--- config.mk ---
export PLATFORM = sky130hd
export DESIGN_NAME = bsr_decode
export DESIGN_NICKNAME = d
export VERILOG_FILES = /design/src/verilog/bsr_pkg.sv /design/src/verilog/bsr_decode.sv
export SDC_FILE = /design/constraint.sdc
export NUM_CORES = 1
export LEC_CHECK = 0
export ABC_AREA = 1
export BUFFER_PORTS_ARGS = -buffer_cell sky130_fd_sc_hd__buf_2
export CAP_MARGIN = 20
export CORE_MARGIN = 2
export CORE_UTILIZATION = 41
export CTS_BUF_LIST = sky130_fd_sc_hd__clkbuf_4 sky130_fd_sc_hd__clkbuf_8
export CTS_CLUSTER_SIZE = 14
export DETAILED_ROUTE_END_ITERATION = 12
export HOLD_SLACK_MARGIN = 0.06
export MAX_ROUTING_LAYER = met4
export PLACE_DENSITY_LB_ADDON = 0.3
export REMOVE_ABC_BUFFERS = 1
export SETUP_SLACK_MARGIN = 0.3
export SLEW_MARGIN = 20
export SYNTH_ARGS = -nofsm -noshare
export SYNTH_HDL_FRONTEND = slang
export SYNTH_SLANG_ARGS = --single-unit
--- constraint.sdc ---
create_clock -name clk -period 3 [get_ports clk]
set_clock_uncertainty 0.2 [all_clocks]
set_input_delay 0.3 -clock clk [delete_from_list [all_inputs] [get_ports clk]]
set_output_delay 0.3 -clock clk [all_outputs]
set_load 0.03 [all_outputs]
--- src/verilog/bsr_pkg.sv ---
package bsr_pkg;
   localparam logic [7:0]  BSR_BANK_PORT      = 8'h40;
   localparam int          BSR_NUM_BANKS      = 8;
   localparam logic [15:0] BSR_ROM_BASE       = 16'hF000;
   localparam logic [15:0] BSR_ROM_LAST       = 16'hF7FF;
   localparam logic [15:0] BSR_PART_BASE      = 16'hF600;
   localparam logic [15:0] BSR_PART_LAST      = 16'hF7FF;
   localparam logic [15:0] BSR_MMAP_BASE      = 16'hFFF8;
   localparam logic [15:0] BSR_MMAP_LAST      = 16'hFFFD;
   localparam int          BSR_CTRL2_ROM_BIT  = 1;
   localparam int          BSR_WAIT_CYCLES    = 1;
   localparam logic [1:0]  BSR_WAIT_CNT_INIT  = 2'h1;
   localparam int          BSR_NUM_IRQ_DEST   = 10;
   localparam logic [3:0]  BSR_DEST_INT       = 4'h8;
   localparam logic [3:0]  BSR_DEST_NMI       = 4'h9;

   typedef enum logic [1:0] {
      BSR_EN_ON_RESET,
      BSR_EN_AFTER_SELECT,
      BSR_EN_ALWAYS,
      BSR_EN_RSVD
   } bsr_bank_mode_t;

   typedef struct packed {
      logic [15:0] addr;
      logic [7:0]  data;
      logic        io_wr;
      logic        io_rd;
      logic        mem_rd;
      logic        mem_wr;
      logic        cycle_start;
   } bsr_bus_t;

   typedef struct packed {
      logic        card_en;
      logic        rom_en;
      logic [1:0]  wait_cnt;
      logic        wait_active;
      logic [1:0]  drq_sync;
      logic [1:0]  done_sync;
   } bsr_state_t;
endpackage
--- src/verilog/bsr_decode.sv ---
`timescale 1ns/1ps
module bsr_decode
   import bsr_pkg::*;
#(
   parameter int BANKS = BSR_NUM_BANKS
) (
   input  wire logic           clk,
   input  wire logic           rst_n,
   input  wire bsr_bus_t       bus,
   input  wire logic [2:0]     bank_strap,
   input  wire bsr_bank_mode_t bank_mode_strap,
   input  wire logic           rom_sw_mode_strap,
   input  wire logic           rom_sw_disable,
   input  wire logic           partial_firmware_strap,
   input  wire logic           wait_off_strap,
   input  wire logic           mmap_strap,
   input  wire logic           data_request,
   input  wire logic           command_done_request,
   input  wire logic [3:0]     drq_route,
   input  wire logic [3:0]     done_route,
   output logic                card_enabled,
   output logic                bank_lamp,
   output logic                rom_select,
   output logic                ctrl_mem_select,
   output logic                phantom,
   output logic                ready,
   output logic                irq_int,
   output logic                irq_nmi,
   output logic [7:0]          vectored_interrupt_lines
);

   initial begin
      if (BANKS != BSR_NUM_BANKS) begin
         $error("bsr_decode: BANKS must be eight");
      end
   end

   bsr_state_t st_ff;
   bsr_state_t nxt_st;
   logic       bank_wr;
   logic       own_bit;
   logic       rom_hit;
   logic       part_hit;
   logic       mm_hit;
   logic       slow_hit;

   function automatic logic in_range(input logic [15:0] a, input logic [15:0] lo, input logic [15:0] hi);
      in_range = (a >= lo) && (a <= hi);
   endfunction

   function automatic logic route_hit(input logic [3:0] route, input logic [3:0] dest, input logic req);
      route_hit = req && (route == dest);
   endfunction

   assign bank_wr  = bus.io_wr && (bus.addr[7:0] == BSR_BANK_PORT);
   assign own_bit  = bus.data[bank_strap];
   assign rom_hit  = (bus.mem_rd || bus.mem_wr) && in_range(bus.addr, BSR_ROM_BASE, BSR_ROM_LAST);
   assign part_hit = (bus.mem_rd || bus.mem_wr) && in_range(bus.addr, BSR_PART_BASE, BSR_PART_LAST);
   assign mm_hit   = (bus.mem_rd || bus.mem_wr) && in_range(bus.addr, BSR_MMAP_BASE, BSR_MMAP_LAST);

   always_comb begin
      nxt_st = st_ff;
      if (bank_wr) begin
         case (bank_mode_strap)
            BSR_EN_ON_RESET:     nxt_st.card_en = own_bit;
            BSR_EN_AFTER_SELECT: nxt_st.card_en = own_bit;
            BSR_EN_ALWAYS:       nxt_st.card_en = 1'b1;
            default:             nxt_st.card_en = own_bit;
         endcase
      end
      if (bank_mode_strap == BSR_EN_ALWAYS) begin
         nxt_st.card_en = 1'b1;
      end
      if (!rom_sw_mode_strap && bank_wr) begin
         nxt_st.rom_en = 1'b0;
      end
      if (rom_sw_mode_strap) begin
         nxt_st.rom_en = !rom_sw_disable;
      end
      nxt_st.wait_active = 1'b0;
      if (bus.cycle_start && slow_hit && !wait_off_strap) begin
         nxt_st.wait_cnt    = BSR_WAIT_CNT_INIT;
         nxt_st.wait_active = 1'b1;
      end else if (st_ff.wait_cnt != 2'h0) begin
         nxt_st.wait_cnt = st_ff.wait_cnt - 2'h1;
      end
      nxt_st.drq_sync  = {st_ff.drq_sync[0], data_request};
      nxt_st.done_sync = {st_ff.done_sync[0], command_done_request};
      if (!rst_n) begin
         nxt_st.card_en     = (bank_mode_strap != BSR_EN_AFTER_SELECT);
         nxt_st.rom_en      = 1'b1;
         nxt_st.wait_cnt    = 2'h0;
         nxt_st.wait_active = 1'b0;
         nxt_st.drq_sync    = 2'h0;
         nxt_st.done_sync   = 2'h0;
      end
   end

   always_ff @(posedge clk) begin
      st_ff <= nxt_st;
   end

   assign rom_select      = st_ff.card_en && rom_hit && (st_ff.rom_en || (partial_firmware_strap && part_hit));
   assign ctrl_mem_select = st_ff.card_en && mmap_strap && mm_hit;
   assign slow_hit        = (rom_select || ctrl_mem_select);
   assign phantom         = rom_select;
   assign ready           = !(bus.cycle_start && slow_hit && !wait_off_strap) && !st_ff.wait_active;
   assign card_enabled    = st_ff.card_en;
   assign bank_lamp       = st_ff.card_en;

   assign irq_int = route_hit(drq_route, BSR_DEST_INT, st_ff.drq_sync[1])
                  || route_hit(done_route, BSR_DEST_INT, st_ff.done_sync[1]);
   assign irq_nmi = route_hit(drq_route, BSR_DEST_NMI, st_ff.drq_sync[1])
                  || route_hit(done_route, BSR_DEST_NMI, st_ff.done_sync[1]);
   genvar g;
   generate
      for (g = 0; g < 8; g++) begin : g_vi
         assign vectored_interrupt_lines[g] = route_hit(drq_route, 4'(g), st_ff.drq_sync[1])
                                            || route_hit(done_route, 4'(g), st_ff.done_sync[1]);
      end
   endgenerate

   property p_foreign_bank;
      @(posedge clk) disable iff (!rst_n)
         (bank_wr && !own_bit && bank_mode_strap != BSR_EN_ALWAYS) |=> !card_enabled;
   endproperty
   a_foreign_bank: assert property (p_foreign_bank) else $error("card still enabled");

   property p_own_bank;
      @(posedge clk) disable iff (!rst_n) (bank_wr && own_bit) |=> card_enabled;
   endproperty
   a_own_bank: assert property (p_own_bank) else $error("card not enabled");

   property p_always;
      @(posedge clk) disable iff (!rst_n) (bank_mode_strap == BSR_EN_ALWAYS) |=> card_enabled;
   endproperty
   a_always: assert property (p_always) else $error("always mode disabled");

   property p_reset_state;
      @(posedge clk) $rose(rst_n) |-> (rom_sw_mode_strap || st_ff.rom_en)
         && (card_enabled == (bank_mode_strap != BSR_EN_AFTER_SELECT));
   endproperty
   a_reset_state: assert property (p_reset_state) else $error("bad reset state");

   property p_hw_rom_off;
      @(posedge clk) disable iff (!rst_n) (bank_wr && !rom_sw_mode_strap) |=> !st_ff.rom_en;
   endproperty
   a_hw_rom_off: assert property (p_hw_rom_off) else $error("rom still enabled");

   property p_sw_rom;
      @(posedge clk) disable iff (!rst_n) rom_sw_mode_strap |=> (st_ff.rom_en == !$past(rom_sw_disable));
   endproperty
   a_sw_rom: assert property (p_sw_rom) else $error("sw rom bit ignored");

   property p_lamp;
      @(posedge clk) disable iff (!rst_n) bank_lamp == card_enabled;
   endproperty
   a_lamp: assert property (p_lamp) else $error("lamp mismatch");

   property p_wait_one;
      @(posedge clk) disable iff (!rst_n)
         (bus.cycle_start && slow_hit && !wait_off_strap) |-> !ready ##1 !ready ##1 ready;
   endproperty
   a_wait_one: assert property (p_wait_one) else $error("wait length wrong");

   property p_partial;
      @(posedge clk) disable iff (!rst_n)
         (card_enabled && partial_firmware_strap && part_hit) |-> rom_select && phantom;
   endproperty
   a_partial: assert property (p_partial) else $error("partial window lost");

   property p_mmap;
      @(posedge clk) disable iff (!rst_n) ctrl_mem_select |-> (mmap_strap && bus.addr >= BSR_MMAP_BASE);
   endproperty
   a_mmap: assert property (p_mmap) else $error("bad mmap select");

   property p_drq_route;
      @(posedge clk) disable iff (!rst_n)
         (data_request && drq_route == BSR_DEST_NMI) [*3] |-> irq_nmi;
   endproperty
   a_drq_route: assert property (p_drq_route) else $error("drq not routed");

   property p_hold_card;
      @(posedge clk) disable iff (!rst_n)
         !bank_wr
         |=> $stable(card_enabled);
   endproperty
   a_hold_card: assert property (p_hold_card) else $error("card state moved without bank write");

   property p_io_rd_ignored;
      @(posedge clk) disable iff (!rst_n)
         (bus.io_rd && !bus.io_wr && !rom_sw_mode_strap)
         |=> $stable(card_enabled) && $stable(st_ff.rom_en);
   endproperty
   a_io_rd_ignored: assert property (p_io_rd_ignored) else $error("bank port read changed state");

   property p_hw_rom_hold;
      @(posedge clk) disable iff (!rst_n)
         (!rom_sw_mode_strap && !bank_wr)
         |=> $stable(st_ff.rom_en);
   endproperty
   a_hw_rom_hold: assert property (p_hw_rom_hold) else $error("rom state moved without bank write");

   property p_reset_rom;
      @(posedge clk)
         !rst_n
         |=> st_ff.rom_en;
   endproperty
   a_reset_rom: assert property (p_reset_rom) else $error("rom not enabled by reset");

   property p_reset_card;
      @(posedge clk)
         !rst_n
         |=> (card_enabled == (bank_mode_strap != BSR_EN_AFTER_SELECT));
   endproperty
   a_reset_card: assert property (p_reset_card) else $error("wrong card state after reset");

   property p_rom_needs_card;
      @(posedge clk) disable iff (!rst_n)
         !card_enabled
         |-> !rom_select && !ctrl_mem_select;
   endproperty
   a_rom_needs_card: assert property (p_rom_needs_card) else $error("disabled card still selects");

   property p_phantom;
      @(posedge clk) disable iff (!rst_n)
         (card_enabled && st_ff.rom_en && rom_hit)
         |-> phantom;
   endproperty
   a_phantom: assert property (p_phantom) else $error("phantom missing on firmware access");

   property p_wait_off;
      @(posedge clk) disable iff (!rst_n)
         wait_off_strap
         |-> ready;
   endproperty
   a_wait_off: assert property (p_wait_off) else $error("wait inserted with strap fitted");

   property p_wait_span;
      @(posedge clk) disable iff (!rst_n)
         (bus.cycle_start && slow_hit && !wait_off_strap)
         |=> st_ff.wait_active;
   endproperty
   a_wait_span: assert property (p_wait_span) else $error("wait state not registered");

   property p_mmap_off;
      @(posedge clk) disable iff (!rst_n)
         !mmap_strap
         |-> !ctrl_mem_select;
   endproperty
   a_mmap_off: assert property (p_mmap_off) else $error("controller mapped without strap");

   property p_mmap_range;
      @(posedge clk) disable iff (!rst_n)
         ctrl_mem_select
         |-> (bus.addr <= BSR_MMAP_LAST) && (bus.mem_rd || bus.mem_wr);
   endproperty
   a_mmap_range: assert property (p_mmap_range) else $error("controller select out of range");

   property p_rom_range;
      @(posedge clk) disable iff (!rst_n)
         rom_select
         |-> (bus.addr >= BSR_ROM_BASE) && (bus.addr <= BSR_ROM_LAST);
   endproperty
   a_rom_range: assert property (p_rom_range) else $error("rom select out of range");

   property p_partial_only;
      @(posedge clk) disable iff (!rst_n)
         (rom_select && !st_ff.rom_en)
         |-> partial_firmware_strap && (bus.addr >= BSR_PART_BASE);
   endproperty
   a_partial_only: assert property (p_partial_only) else $error("disabled rom still selected");

   property p_done_route;
      @(posedge clk) disable iff (!rst_n)
         (command_done_request && done_route == BSR_DEST_INT) [*3]
         |-> irq_int;
   endproperty
   a_done_route: assert property (p_done_route) else $error("command done not routed");

   property p_drq_vi;
      @(posedge clk) disable iff (!rst_n)
         (data_request && drq_route == 4'h2) [*3]
         |-> vectored_interrupt_lines[2];
   endproperty
   a_drq_vi: assert property (p_drq_vi) else $error("data request not on vectored line");

   property p_irq_quiet;
      @(posedge clk) disable iff (!rst_n)
         (!data_request && !command_done_request) [*3]
         |-> !irq_int && !irq_nmi && (vectored_interrupt_lines == 8'h00);
   endproperty
   a_irq_quiet: assert property (p_irq_quiet) else $error("interrupt without request");

   property p_irq_unrouted;
      @(posedge clk) disable iff (!rst_n)
         (drq_route > 4'h9 && done_route > 4'h9)
         |-> !irq_int && !irq_nmi && (vectored_interrupt_lines == 8'h00);
   endproperty
   a_irq_unrouted: assert property (p_irq_unrouted) else $error("unrouted request drives a line");

   c_mmap_wait: cover property (@(posedge clk) disable iff (!rst_n) ctrl_mem_select && !ready);
   c_bank_sel: cover property (@(posedge clk) disable iff (!rst_n) bank_wr && own_bit);
   c_bank_off: cover property (@(posedge clk) disable iff (!rst_n) bank_wr && !own_bit);
   c_wait:     cover property (@(posedge clk) disable iff (!rst_n) !ready);
   c_partial:  cover property (@(posedge clk) disable iff (!rst_n) rom_select && !st_ff.rom_en);

endmodule // bsr_decode

== After elaboration in Yosys (flattened, before gate mapping) ==
Index checks and enable logic that the tools add are counted.
Word-level totals
  flip-flop bits (word level): 9
  bits of input ports: 51
  output and inout bits: 16
  logic and storage cells: 107
Operators by class
  add/subtract/negate cells: 1
  magnitude comparators: 6
  eq/ne operators: 22
  multiplexer cells: 10
  bitwise operators: 1
  reductions and logical operators: 60
Operators with widths (count)
  $ge A16 B16 Y1 const B: 3
  $logic_and A1 B1 Y1: 36
  $eq A4 B3 Y1 const B: 8
  $le A16 B16 Y1 const B: 2
  $eq A4 B2 Y1 const B: 4
  $eq A4 B4 Y1 const B: 4
  $logic_or A1 B1 Y1: 13
  $mux W9: 1
  $eq A4 B1 Y1 const B: 2
  $eq A8 B7 Y1 const B: 1
  $logic_not A4 Y1: 2
  $mux W1: 6
  $reduce_bool A2 Y1: 3
  $logic_not A1 Y1: 5
  $lt A3 B4 Y1 const B: 1
  $mux W2: 2
  $bmux W1 S3: 1
  $ne A3 B1 Y1 const B: 1
  $eq A2 B2 Y1 const B: 1
  $ne A2 B1 Y1 const B: 1
  $reduce_or A2 Y1: 1
  $sub A2 B1 Y2 const B: 1
  $not A1 Y1: 1

== Longest topological paths before layout ==
Gate-level depths: netlist of the first run.
  depth in word-level cells: 11
  gate-level depth with buffers: 8
  mapped depth without buffers: 8

== Worst setup path before layout of the first run ==
OpenSTA, ideal clock, no wires.
  path kind: reg2out
  from: reg st_ff (netlist bit bank_lamp)
  to: out ready
  arrival time: 1386 ps
  setup slack: 1114 ps
  cell stages (with the launch flop): 8
  path buffers: 0
  cells stage by stage: edfxtp_1 > nand2_1 > nor2_1 > nand2_1 > nor2_2 > nand2_2 > nand2_2 > a21oi_1
On the way
  longest elaborated chain between the ends: 7
RTL lines
  from (decl): line bsr_decode.sv:38  | bsr_state_t st_ff;
  from (signal assigned): line bsr_decode.sv:100  | st_ff <= nxt_st;
  $logic_and A1 B1 Y1 (on tied branches) (2 in a row): line bsr_decode.sv:103, bsr_decode.sv:104
  $logic_or A1 B1 Y1 (*): line bsr_decode.sv:105  | assign slow_hit = (rom_select || ctrl_mem_select);
  $logic_and A1 B1 Y1 (*) (2 in a row): line bsr_decode.sv:107  | assign ready = !(bus.cycle_start && slow_hit && !wait_off_strap) && !st_ff.wait_active;
  $logic_not A1 Y1 (*): line bsr_decode.sv:107
  $logic_and A1 B1 Y1 (*): line bsr_decode.sv:107
  to (decl): line bsr_decode.sv:26  | output logic ready,
Mark *: on every way between the ends. The rest lies on a longest branch, timed or not.

== Worst setup path after layout of the first run ==
Same ends and word-level chain as after synthesis.

==> summary.txt, run 1 <==
Outcome
  • Outcome: finished clean

STA
  • Worst-Margin Slew: 230.3 ps
  • Post-route setup TNS: 0 ps
  • RSZ-0062 raised after global routing: no
  • Hold Vio Cnt, Final: 0
  • Final Slew Violations: 0
  • # setup viols final: 0
  • Slew headroom: 84.60%
  • F_max: 0.5397 GHz
  • Final worst-path cycle share: 61.76%
  • Post-layout min period: 1853 ps

Routing
  • Mean routed wirelength per cell: 9.019 um
  • DR iter-0 viols: 19
  • Final ANT Viol Nets: 0
  • Via count: 1001
  • DRT Pass-1 Iters: 4
  • # DRC: 0
  • Final wirelength: 1.921 mm
  • Vias per cell: 4.700

Floorplan
  • Starting density of the core: 42.74%
  • Die Wd: 45.96 um
  • Die ar.: 0.002112 mm^2
  • Num ports: 67
  • Row cnt: 15
  • Core area: 0.001689 mm^2
  • Die height: 45.96 um

GRT
  • Vias in the first global route: 919
  • First-pass GRT wire length: 3.305 mm
  • Initial antenna violation count: 0
  • Global Route Usage Sum: 21.99%
  • Global route overflow: 0
  • Pin count of the biggest net entering global routing: 7

Setup path
  • Critical R2R Launch: bank_lamp
  • Worst R2R Setup Slack: 1820 ps
  • Worst path required time: 2500 ps
  • Critical Path End Type: output pin
  • Reg2reg path depth: 8
  • Nature of the critical path startpoint: flip-flop
  • CP arrival: 1350 ps
  • Kind of critical path: reg2out
  • Max stage delay on crit path: 420 ps
  • Critical path fanouts, max: 4
  • Capturing point of the worst reg2reg path: st_ff[4]
  • Slowest CP cell: edfxtp_1
  • Worst path cell trace: nand2_1 > nor2_1 > nand2_1 > nor2_2 > nand2_2 > nand2_2 > a21oi_1 > buf_2

Clock network
  • Clk buf depth: 2
  • Clock insertion delay at the later pin of the skew report: 250 ps
  • Clk pin slew, worst setup/hold paths: 50 ps
  • Root buffer cell: clkbuf_4
  • Post-CTS Repair Setup Buffers: 0
  • CTS tree: built
  • CTS H-Tree Depth: 1
  • Sinks on the clock net: 7
  • TritonCTS Buffers: 3

Pwr
  • Internal: 206.3 uW
  • Pleak: 0.0006894 uW
  • Overall power: 301.4 uW
  • Clock network power share: 31.7%
  • Max VDD drop: 250.1 uV
  • Sw frac: 31.56%
  • Sequential share of power: 34.7%
  • PwrDens: 270.7 mW/mm^2
  • Gate power share: 33.6%
  • Net Sw Power: 95.14 uW

Placement
  • # port buffers: 65
  • Detail Placement HPWL: 1.675 mm
  • Global placer's final weighted congestion: 0.7221

Cells and area
  • Most frequent cells in the layout: buf_2 (65), nand2_1 (39), inv_1 (24)
  • Ratio of cells with drive above 1 in the final layout: 41.33%
  • Area growth from synthesis to layout: 54.25%
  • N_diodes: 0
  • Fin nets: 248
  • Commonest non-fill, non-tap cell in the layout: buf_2

Logic synthesis
  • Register area share after synthesis: 20.80%
  • Yosys Warn Count: 0
  • Seq cells post-synth: 7
  • Syn Inst Count: 126
  • Syn avg cell area: 5.730 um^2
  • Cell Area, Synth: 721.9 um^2
  • Cell variety after synth: 22

Hold path
  • HP Class: in2reg
  • Hold Path End: st_ff[2]
  • Hold_sp: rst_n
  • Hold Path Stages: 3

Flow run
  • Max cap viols: 0
power groups by stage:
stage	Clock (uW)	Sequential, uW	Combinational, uW
3_5_place_dp	0	107	98.4
4_1_cts	99.6	105	102
6_report	95.5	105	101
3_3_place_gp	0	106	95.5
2_1_floorplan	0	113	41.6
5_1_grt	108	105	114
logic make-up after synthesis:
kind of cell	share of synthesized area [%]
buffers and inverters	16.64
AO/OA/AOI/OAI	12.13
AND/OR/NAND/NOR	50.43
flip-flops	20.80
what timing repair did:
item / 4_1_cts / 5_1_grt
hold buffers: 3 / 0
hold endpoints to repair: 3 / 0
gates resized for setup: 0 / 0
metal layers:
metal | up-vias | part of all wire (%) | global-route usage, %
li1 | 538 | - | -
met1 | 424 | 40 | 21.77
met2 | 35 | 53 | 41.39
met3 | 4 | 6.8 | 5.952
met4 | 0 | 0.94 | 5.714
met5 | - | 0 | -
worst max-delay path, delay by kind of cell, from the launching register on:
family,cells,cell delay [ps]
and+or+nand+nor,6,350
buffers and inverters,1,210
DFF,1,420
AOI/OAI and AO/OA,1,110
layout make-up:
cell class | instances | area, um^2
Sequential cell | 7 | 150.1
Fill cell | 160 | 575.6
Clock buffer | 4 | 30.03
Multi-Input combinational cell | 89 | 451.7
Inverter | 28 | 105.1
Timing Repair Buffer | 68 | 355.3
Tap cell | 17 | 21.27
flip-flops by register name, indices dropped and copies added, names as in the netlist:
signal / flops
bank_lamp: 1
st_ff: 6
stage by stage:
step	std cells	util [%]	hold slack, ps	instance area (um^2)	setup slack [ps]
after floorplan	124	-	190.0	706.9	973.4
after global routing	213	65.93	105.1	1114	1005
after global placement	206	62.37	194.7	1054	1424
final	213	65.93	97.94	1114	1147
after detailed placement	206	62.37	201.6	1054	1398
after CTS	213	65.93	90.30	1114	1119
synthesized netlist by cell type, drive strengths merged:
cell type / number / area (um^2)
a21oi: 2 / 10.01
buf: 2 / 15.01
clkinv: 1 / 3.750
dfxtp: 6 / 120.1
edfxtp: 1 / 30.03
inv: 27 / 101.4
nand2: 42 / 165.2
nand3: 12 / 65.06
nand3b: 1 / 7.510
nand4: 2 / 27.53
nor2: 18 / 91.34
nor3b: 1 / 7.510
o211ai: 1 / 7.510
o22ai: 6 / 37.54
o31ai: 2 / 15.01
o32ai: 2 / 17.52
worst max path at each step:
| stage | startpoint | endpoint | slack (ps) |
|---|---|---|---|
| 2_1_floorplan | bank_lamp | ready | 970 |
| 3_3_place_gp | bank_lamp | ready | 1420 |
| 3_5_place_dp | bank_lamp | ready | 1400 |
| 4_1_cts | bank_lamp | ready | 1120 |
| 5_1_grt | bank_lamp | ready | 1000 |
| 6_report | bank_lamp | ready | 1150 |
Power figures use the tool's default switching activity.
==> run 2: changes to the inputs <==
--- a/config.mk
+++ b/config.mk
@@ -5,11 +5,11 @@
 export SDC_FILE = /design/constraint.sdc
 export NUM_CORES = 1
 export LEC_CHECK = 0
-export ABC_AREA = 1
+export ABC_AREA = 0
 export BUFFER_PORTS_ARGS = -buffer_cell sky130_fd_sc_hd__buf_2
 export CAP_MARGIN = 20
 export CORE_MARGIN = 2
-export CORE_UTILIZATION = 41
+export CORE_UTILIZATION = 34
 export CTS_BUF_LIST = sky130_fd_sc_hd__clkbuf_4 sky130_fd_sc_hd__clkbuf_8
 export CTS_CLUSTER_SIZE = 14
 export DETAILED_ROUTE_END_ITERATION = 12
==> constraint.sdc (replaced) <==
create_clock -name clk -period 1.85 [get_ports clk]
set_clock_uncertainty 0.2 [all_clocks]
set_input_delay 0.185 -clock clk [delete_from_list [all_inputs] [get_ports clk]]
set_output_delay 0.185 -clock clk [all_outputs]
set_load 0.03 [all_outputs]
==> summary.txt, run 2 <==
Outcome
  • Outcome: finished clean (unchanged)

Cells and area
  • N_diodes: 0 (unchanged)
  • Ratio of cells with drive above 1 in the final layout: 61.11% (was 41.33%)
  • Largest Register: st_ff (unchanged)
  • Most frequent cells in the layout: buf_2 (51), buf_4 (12), dlygate4sd3_1 (6) (was buf_2 (65), nand2_1 (39), inv_1 (24))
  • Post-route cell area: 0.001132 mm^2 (was 0.001114 mm^2)
  • Fin nets: 196 (was 248)
  • Fin cells: 160 (was 213)
  • Commonest non-fill, non-tap cell in the layout: buf_2 (unchanged)
  • Register area: 153.9 um^2 (was 150.1 um^2)
  • Max reg flops: 6 (unchanged)
  • Filler Cell Count: 120 (was 160)
  • Multi-input gate area in the final layout: 455.4 um^2 (was 451.7 um^2)
  • Area growth from synthesis to layout: 93.79% (was 54.25%)

Routing
  • Mean routed wirelength per cell: 13.39 um (was 9.019 um)
  • Vias per cell: 5.456 (was 4.700)
  • # DRC: 0 (unchanged)
  • Via count: 873 (was 1001)
  • DR iter-0 viols: 11 (was 19)
  • Final ANT Viol Nets: 0 (unchanged)
  • DRT Pass-1 Iters: 4 (unchanged)
  • Final wirelength: 2.143 mm (was 1.921 mm)

Logic synthesis
  • Synth top area share: 20.56% (was 20.28%)
  • Cell Area, Synth: 584.3 um^2 (was 721.9 um^2)
  • Main area contributors after synthesis: dfxtp_1 (21%), o32ai_1 (7.5%), and2_1 (5.4%), nand4_1 (5.4%), edfxtp_1 (5.1%) (was nand2_1 (20%), dfxtp_1 (17%), inv_1 (12%), nand3_1 (7.6%), nor2_1 (7.3%))
  • Main synth FF type: dfxtp_1 (unchanged)
  • Post-synth ARST share: 0% (unchanged)
  • Yosys Warn Count: 0 (unchanged)
  • Post-synth EDFFs: 1 (unchanged)
  • Top-count cell post-synth: dfxtp_1 (was nand2_1)
  • Top cells by count, synth: dfxtp_1 (6), and2_1 (5), nand4_1 (5), o32ai_1 (5) (was nand2_1 (39), inv_1 (24), nor2_1 (14))
  • Syn avg cell area: 8.468 um^2 (was 5.730 um^2)
  • Cell variety after synth: 33 (was 22)
  • Synth area leader: dfxtp_1 (was nand2_1)
  • Seq cells post-synth: 7 (unchanged)
  • Register area share after synthesis: 25.70% (was 20.80%)
  • Syn Inst Count: 69 (was 126)

GRT
  • Global Route Usage Sum: 22.52% (was 21.99%)
  • Initial antenna violation count: 0 (unchanged)
  • First-pass GRT wire length: 3.298 mm (was 3.305 mm)
  • Global route overflow: 0 (unchanged)
  • Vias in the first global route: 866 (was 919)
  • Pin count of the biggest net entering global routing: 11 (was 7)

Hold path
  • Hold_sp: wait_off_strap (was rst_n)
  • Hold Path Stages: 3 (unchanged)
  • Hold Path End: st_ff[4] (was st_ff[2])
  • HP Class: in2reg (unchanged)

Pwr
  • Pleak: 0.0005323 uW (was 0.0006894 uW)
  • PwrDens: 424.6 mW/mm^2 (was 270.7 mW/mm^2)
  • Max VDD drop: 365.9 uV (was 250.1 uV)

Setup path
  • Worst R2R Setup Slack: 610 ps (was 1820 ps)
  • Reg2reg path depth: 4 (was 8)
  • Capturing point of the worst reg2reg path: st_ff[4] (unchanged)
  • Critical path fanouts, max: 4 (unchanged)
  • CP arrival: 1360 ps (was 1350 ps)
  • Critical R2R Launch: bank_lamp (unchanged)
  • Worst path required time: 1460 ps (was 2500 ps)
  • Nature of the critical path startpoint: flip-flop (unchanged)
  • Kind of critical path: reg2out (unchanged)
  • Critical Path End Type: output pin (unchanged)

STA
  • Final Slew Violations: 0 (unchanged)
  • Slew headroom: 74.95% (was 84.60%)
  • RSZ-0062 raised after global routing: yes (was no)
  • Hold Vio Cnt, Final: 0 (unchanged)
  • Post-layout min period: 1744 ps
  • Worst setup margin: 106.4 ps (was 1147 ps)
  • # setup viols final: 0 (unchanged)
  • Worst-Margin Slew: 366.3 ps (was 230.3 ps)
  • Final worst-path cycle share: 94.25%
  • F_max: 0.5735 GHz

Floorplan
  • Starting density of the core: 37.48% (was 42.74%)
  • Row cnt: 14 (was 15)
  • Die ar.: 0.002066 mm^2 (was 0.002112 mm^2)
  • Num ports: 67 (unchanged)
  • Die height: 45.46 um (was 45.96 um)
  • Die Wd: 45.46 um (was 45.96 um)
  • Core area: 0.001559 mm^2 (was 0.001689 mm^2)

Placement
  • Placed Cells: 147 (was 206)
  • Placed Area: 903.4 um^2 (was 0.001054 mm^2)
  • # port buffers: 65 (unchanged)
  • Detail Placement HPWL: 1.607 mm (was 1.675 mm)
  • Global placer's final weighted congestion: 0.7567 (was 0.7221)
  • DP Worst Slack: 221.9 ps (was 1398 ps)

Clock network
  • Root buffer cell: clkbuf_4 (unchanged)
  • TritonCTS Buffers: 3 (unchanged)
  • Sinks on the clock net: 7 (unchanged)
  • CTS H-Tree Depth: 1 (unchanged)
  • CTS tree: built (unchanged)
  • Clock insertion delay at the later pin of the skew report: 240 ps (was 250 ps)
  • Clk pin slew, worst setup/hold paths: 50 ps (about the same)
  • Clk buf depth: 2 (unchanged)

Flow run
  • Max cap viols: 0 (unchanged)
==> run 2: changes by cell type in the layout (fill, tap and decap cells not counted), moves of 5 or more <==
cell     before  now
buf_4         0   12
nand2_1      39    4
nor2_1       14    2
buf_2        65   51
and2_1        0    5
buf_6         0    5
nand3_1      11    2
inv_1        24    2
==> run 2: metrics by stage <==
step | setup TNS (ps) | total power [uW] | utilization [%] | hold slack, ps
floorplan | -5960 | 227.9 | - | 64.99
global placement | 0 | 300.2 | 57.95 | 192.2
detailed placement | 0 | 307.4 | 57.95 | 198.5
CTS | 0 | 480.3 | 71.03 | 74.69
global route | 0 | 512.3 | 72.63 | 83.69
finish | 0 | 480.8 | 72.63 | 83.61
==> run 2: logic make-up (layout without fill, tap and decap cells) <==
kind of cell | after synthesis | after routing | share of synthesized area [%]
multiplexers | 2 | 2 | 8.352
adder cells (fa/ha/maj) | 1 | 1 | 1.713
AO/OA/AOI/OAI | 20 | 20 | 24.20
buffers and inverters | 6 | 81 | 6.423
AND/OR/NAND/NOR | 33 | 33 | 33.62
flip-flops | 7 | 7 | 25.70
==> run 2: timing repair <==
| action | CTS | global route |
|---|---|---|
| hold endpoints to repair | 4 | 0 |
| hold buffers | 6 | 0 |
| resized for setup | 27 | 7 |
| buffers inserted | 2 | 1 |
| endpoints found under the setup margin | 11 | 14 |
| pin swaps | 5 | 4 |
==> run 2: layout make-up <==
cell class / instances / share of cell area, %
repair buffers: 74 / 40.77
inverters: 3 / 0.9945
clock buffers: 4 / 2.652
well taps: 16 / 1.768
flip-flops and latches: 7 / 13.59
multi-input cells: 56 / 40.22
==> run 2: worst max path at each step <==
| stage | from | endpoint | slack (ps) | cells past startpoint |
|---|---|---|---|---|
| final | st_ff[3] | vectored_interrupt_lines[0] | 110 | 3 |
| after global routing | st_ff[3] | vectored_interrupt_lines[0] | 40 | 3 |
| after CTS | st_ff[3] | vectored_interrupt_lines[0] | 90 | 3 |
| after detailed placement | bank_strap[1] | bank_lamp | 220 | 5 |
| after global placement | bank_strap[1] | bank_lamp | 260 | 5 |
| after floorplan | bank_lamp | ready | -1600 | 4 |
==> run 2: critical path, stage by stage, from the launching register on <==
cell and delay (ps):
dfxtp_2 320, or3b_4 410, o32ai_2 200, buf_4 190
==> run 2: layer usage <==
layer	global-route usage [%]	wire length, um
met1	17.82	708
met2	49.86	1310
met3	2.778	108
met4	5.882	16
met5	-	0
==> run 2: power by group <==
part | total [uW] | switching (uW) | leakage [uW] | internal [uW]
sequential | 169 | 4.52 | 0.0000598 | 164
combinational | 165 | 80.2 | 0.000454 | 84.6
clock | 147 | 50.8 | 0.0000184 | 96.6
total | 481 | 135 | 0.000532 | 345
==> run 3: changes to the inputs <==
--- a/config.mk
+++ b/config.mk
@@ -9,8 +9,7 @@
 export BUFFER_PORTS_ARGS = -buffer_cell sky130_fd_sc_hd__buf_2
 export CAP_MARGIN = 20
 export CORE_MARGIN = 2
-export CORE_UTILIZATION = 34
-export CTS_BUF_LIST = sky130_fd_sc_hd__clkbuf_4 sky130_fd_sc_hd__clkbuf_8
+export CORE_UTILIZATION = 33
 export CTS_CLUSTER_SIZE = 14
 export DETAILED_ROUTE_END_ITERATION = 12
 export HOLD_SLACK_MARGIN = 0.06
==> summary.txt, run 3 (synthesis gave the netlist of run 2 again) <==
Outcome
  • Outcome: finished clean (unchanged)

Routing
  • Mean routed wirelength per cell: 12.65 um (was 13.39 um)
  • Final wirelength: 2.050 mm (was 2.143 mm)
  • Via count: 857 (was 873)
  • Final ANT Viol Nets: 0 (unchanged)
  • DR iter-0 viols: 7 (was 11)
  • Vias per cell: 5.290 (was 5.456)
  • # DRC: 0 (unchanged)
  • DRT Pass-1 Iters: 3 (was 4)

Setup path
  • Nature of the critical path startpoint: flip-flop (unchanged)
  • CP arrival: 1370 ps (was 1360 ps)
  • Critical Path End Type: output pin (unchanged)
  • Kind of critical path: reg2out (unchanged)
  • Worst path required time: 1460 ps (about the same)
  • Worst R2R Setup Slack: 570 ps (was 610 ps)
  • Reg2reg path depth: 4 (unchanged)
  • Critical path fanouts, max: 4 (unchanged)
  • Critical R2R Launch: bank_lamp (unchanged)
  • Capturing point of the worst reg2reg path: st_ff[4] (unchanged)

Clock network
  • Clk pin slew, worst setup/hold paths: 50 ps (about the same)
  • CTS tree: built (unchanged)
  • Clk buf depth: 2 (unchanged)
  • Root buffer cell: clkbuf_4 (unchanged)
  • CTS H-Tree Depth: 1 (unchanged)
  • Sinks on the clock net: 7 (unchanged)
  • Clock insertion delay at the later pin of the skew report: 240 ps (about the same)
  • TritonCTS Buffers: 3 (unchanged)

GRT
  • Pin count of the biggest net entering global routing: 11 (unchanged)
  • Global Route Usage Sum: 21.33% (was 22.52%)
  • Global route overflow: 0 (unchanged)
  • Vias in the first global route: 837 (was 866)
  • First-pass GRT wire length: 3.160 mm (was 3.298 mm)
  • Initial antenna violation count: 0 (unchanged)

STA
  • Hold WS: 86.87 ps (was 83.61 ps)
  • Worst setup margin: 97.28 ps (was 106.4 ps)
  • Final worst-path cycle share: 94.74% (was 94.25%)
  • Hold Vio Cnt, Final: 0 (unchanged)
  • # setup viols final: 0 (unchanged)
  • F_max: 0.5705 GHz (was 0.5735 GHz)
  • Final Slew Violations: 0 (unchanged)
  • RSZ-0062 raised after global routing: yes (unchanged)
  • Post-layout min period: 1753 ps (was 1744 ps)
  • Slew headroom: 71.81% (was 74.95%)
  • Worst-Margin Slew: 412.2 ps (was 366.3 ps)

Flow run
  • Max cap viols: 0 (unchanged)

Floorplan
  • Die height: 46.08 um (was 45.46 um)
  • Num ports: 67 (unchanged)
  • Row cnt: 15 (was 14)
  • Starting density of the core: 34.59% (was 37.48%)
  • Die Wd: 46.08 um (was 45.46 um)
  • Die ar.: 0.002123 mm^2 (was 0.002066 mm^2)
  • Core area: 0.001689 mm^2 (was 0.001559 mm^2)

Pwr
  • Gate power share: 34.9% (was 34.3%)
  • Net Sw Power: 140.2 uW (was 135.5 uW)
  • Max VDD drop: 318.7 uV (was 365.9 uV)
  • Sw frac: 29.76% (was 28.17%)
  • Sequential share of power: 35.9% (was 35.1%)
  • Internal: 330.9 uW (was 345.4 uW)
  • PwrDens: 413.3 mW/mm^2 (was 424.6 mW/mm^2)
  • Clock network power share: 29.2% (was 30.6%)
  • Pleak: 0.0005300 uW (was 0.0005323 uW)

Placement
  • # port buffers: 65 (unchanged)
  • Detail Placement HPWL: 1.578 mm (was 1.607 mm)
  • DP Worst Slack: 220.7 ps (was 221.9 ps)
  • Global placer's final weighted congestion: 0.8383 (was 0.7567)

Cells and area
  • N_diodes: 0 (unchanged)
  • Commonest non-fill, non-tap cell in the layout: buf_2 (unchanged)
  • Largest Register: st_ff (unchanged)
  • Fin nets: 197 (was 196)
  • Ratio of cells with drive above 1 in the final layout: 59.31% (was 61.11%)
  • Max reg flops: 6 (unchanged)
  • Most frequent cells in the layout: buf_2 (51), buf_4 (15), dlygate4sd3_1 (7) (was buf_2 (51), buf_4 (12), dlygate4sd3_1 (6))
  • Area growth from synthesis to layout: 95.07% (was 93.79%)
  • Filler Cell Count: 153 (was 120)

Hold path
  • Hold Path Stages: 2 (was 3)
  • Hold Path End: bank_lamp (was st_ff[4])
  • Hold_sp: bank_mode_strap[0] (was wait_off_strap)
  • HP Class: in2reg (unchanged)
## run 3: power groups by stage
stage                     Sequential [uW]  Clock (uW)  Combinational (uW)
final                                 169         138                 164
after global placement                170           0                 131
after floorplan                       182           0                45.6
after CTS                             169         142                 157
after detailed placement              171           0                 135
after global routing                  170         155                 178
## run 3: worst max-delay path by stage
stage / startpoint / to / slack [ps]
2_1_floorplan: bank_lamp / ready / -1600
3_3_place_gp: bus[20] / ready / 230
3_5_place_dp: bank_strap[1] / bank_lamp / 220
4_1_cts: st_ff[3] / vectored_interrupt_lines[0] / 90
5_1_grt: st_ff[3] / vectored_interrupt_lines[0] / 20
6_report: st_ff[3] / vectored_interrupt_lines[0] / 100
## run 3: routing by layer
metal	wire length, um	track usage, %	vias to the layer above	share of wire (%)
li1	-	-	432	-
met1	777	19.04	386	38
met2	1125	40.28	35	55
met3	124	4.314	4	6.0
met4	23	12.57	0	1.1
met5	0	-	-	0
## run 3: critical path: stages, from the launching register on
cell     delay (ps)
dfxtp_2         320
or3b_4          400
o32ai_2         210
buf_4           200
## run 3: repair_timing
action,in CTS,in global routing
resized for setup,21,12
hold buffers,7,0
pin swaps,3,4
endpoints found under the hold margin,5,0
setup buffers,3,0
cloned,0,0
setup endpoints to repair,11,14
## run 3: cell type report
cell class	instances	area, um^2	area share [%]
clock buffer	4	26.28	2.305
inverter	3	11.26	0.9879
multi-input combinational	56	466.7	40.94
sequential	7	153.9	13.50
tap	17	21.27	1.866
timing repair buffer	75	460.4	40.40
## run 3: metrics by stage
step | power [uW] | cells | util [%] | setup TNS, ps | area [um^2]
2_1_floorplan | 227.9 | 66 | - | -5960 | 558.0
3_3_place_gp | 300.8 | 148 | 53.56 | 0 | 904.6
3_5_place_dp | 306.0 | 148 | 53.56 | 0 | 904.6
4_1_cts | 467.9 | 162 | 64.81 | 0 | 1095
5_1_grt | 502.9 | 162 | 67.48 | 0 | 1140
6_report | 471.1 | 162 | 67.48 | 0 | 1140
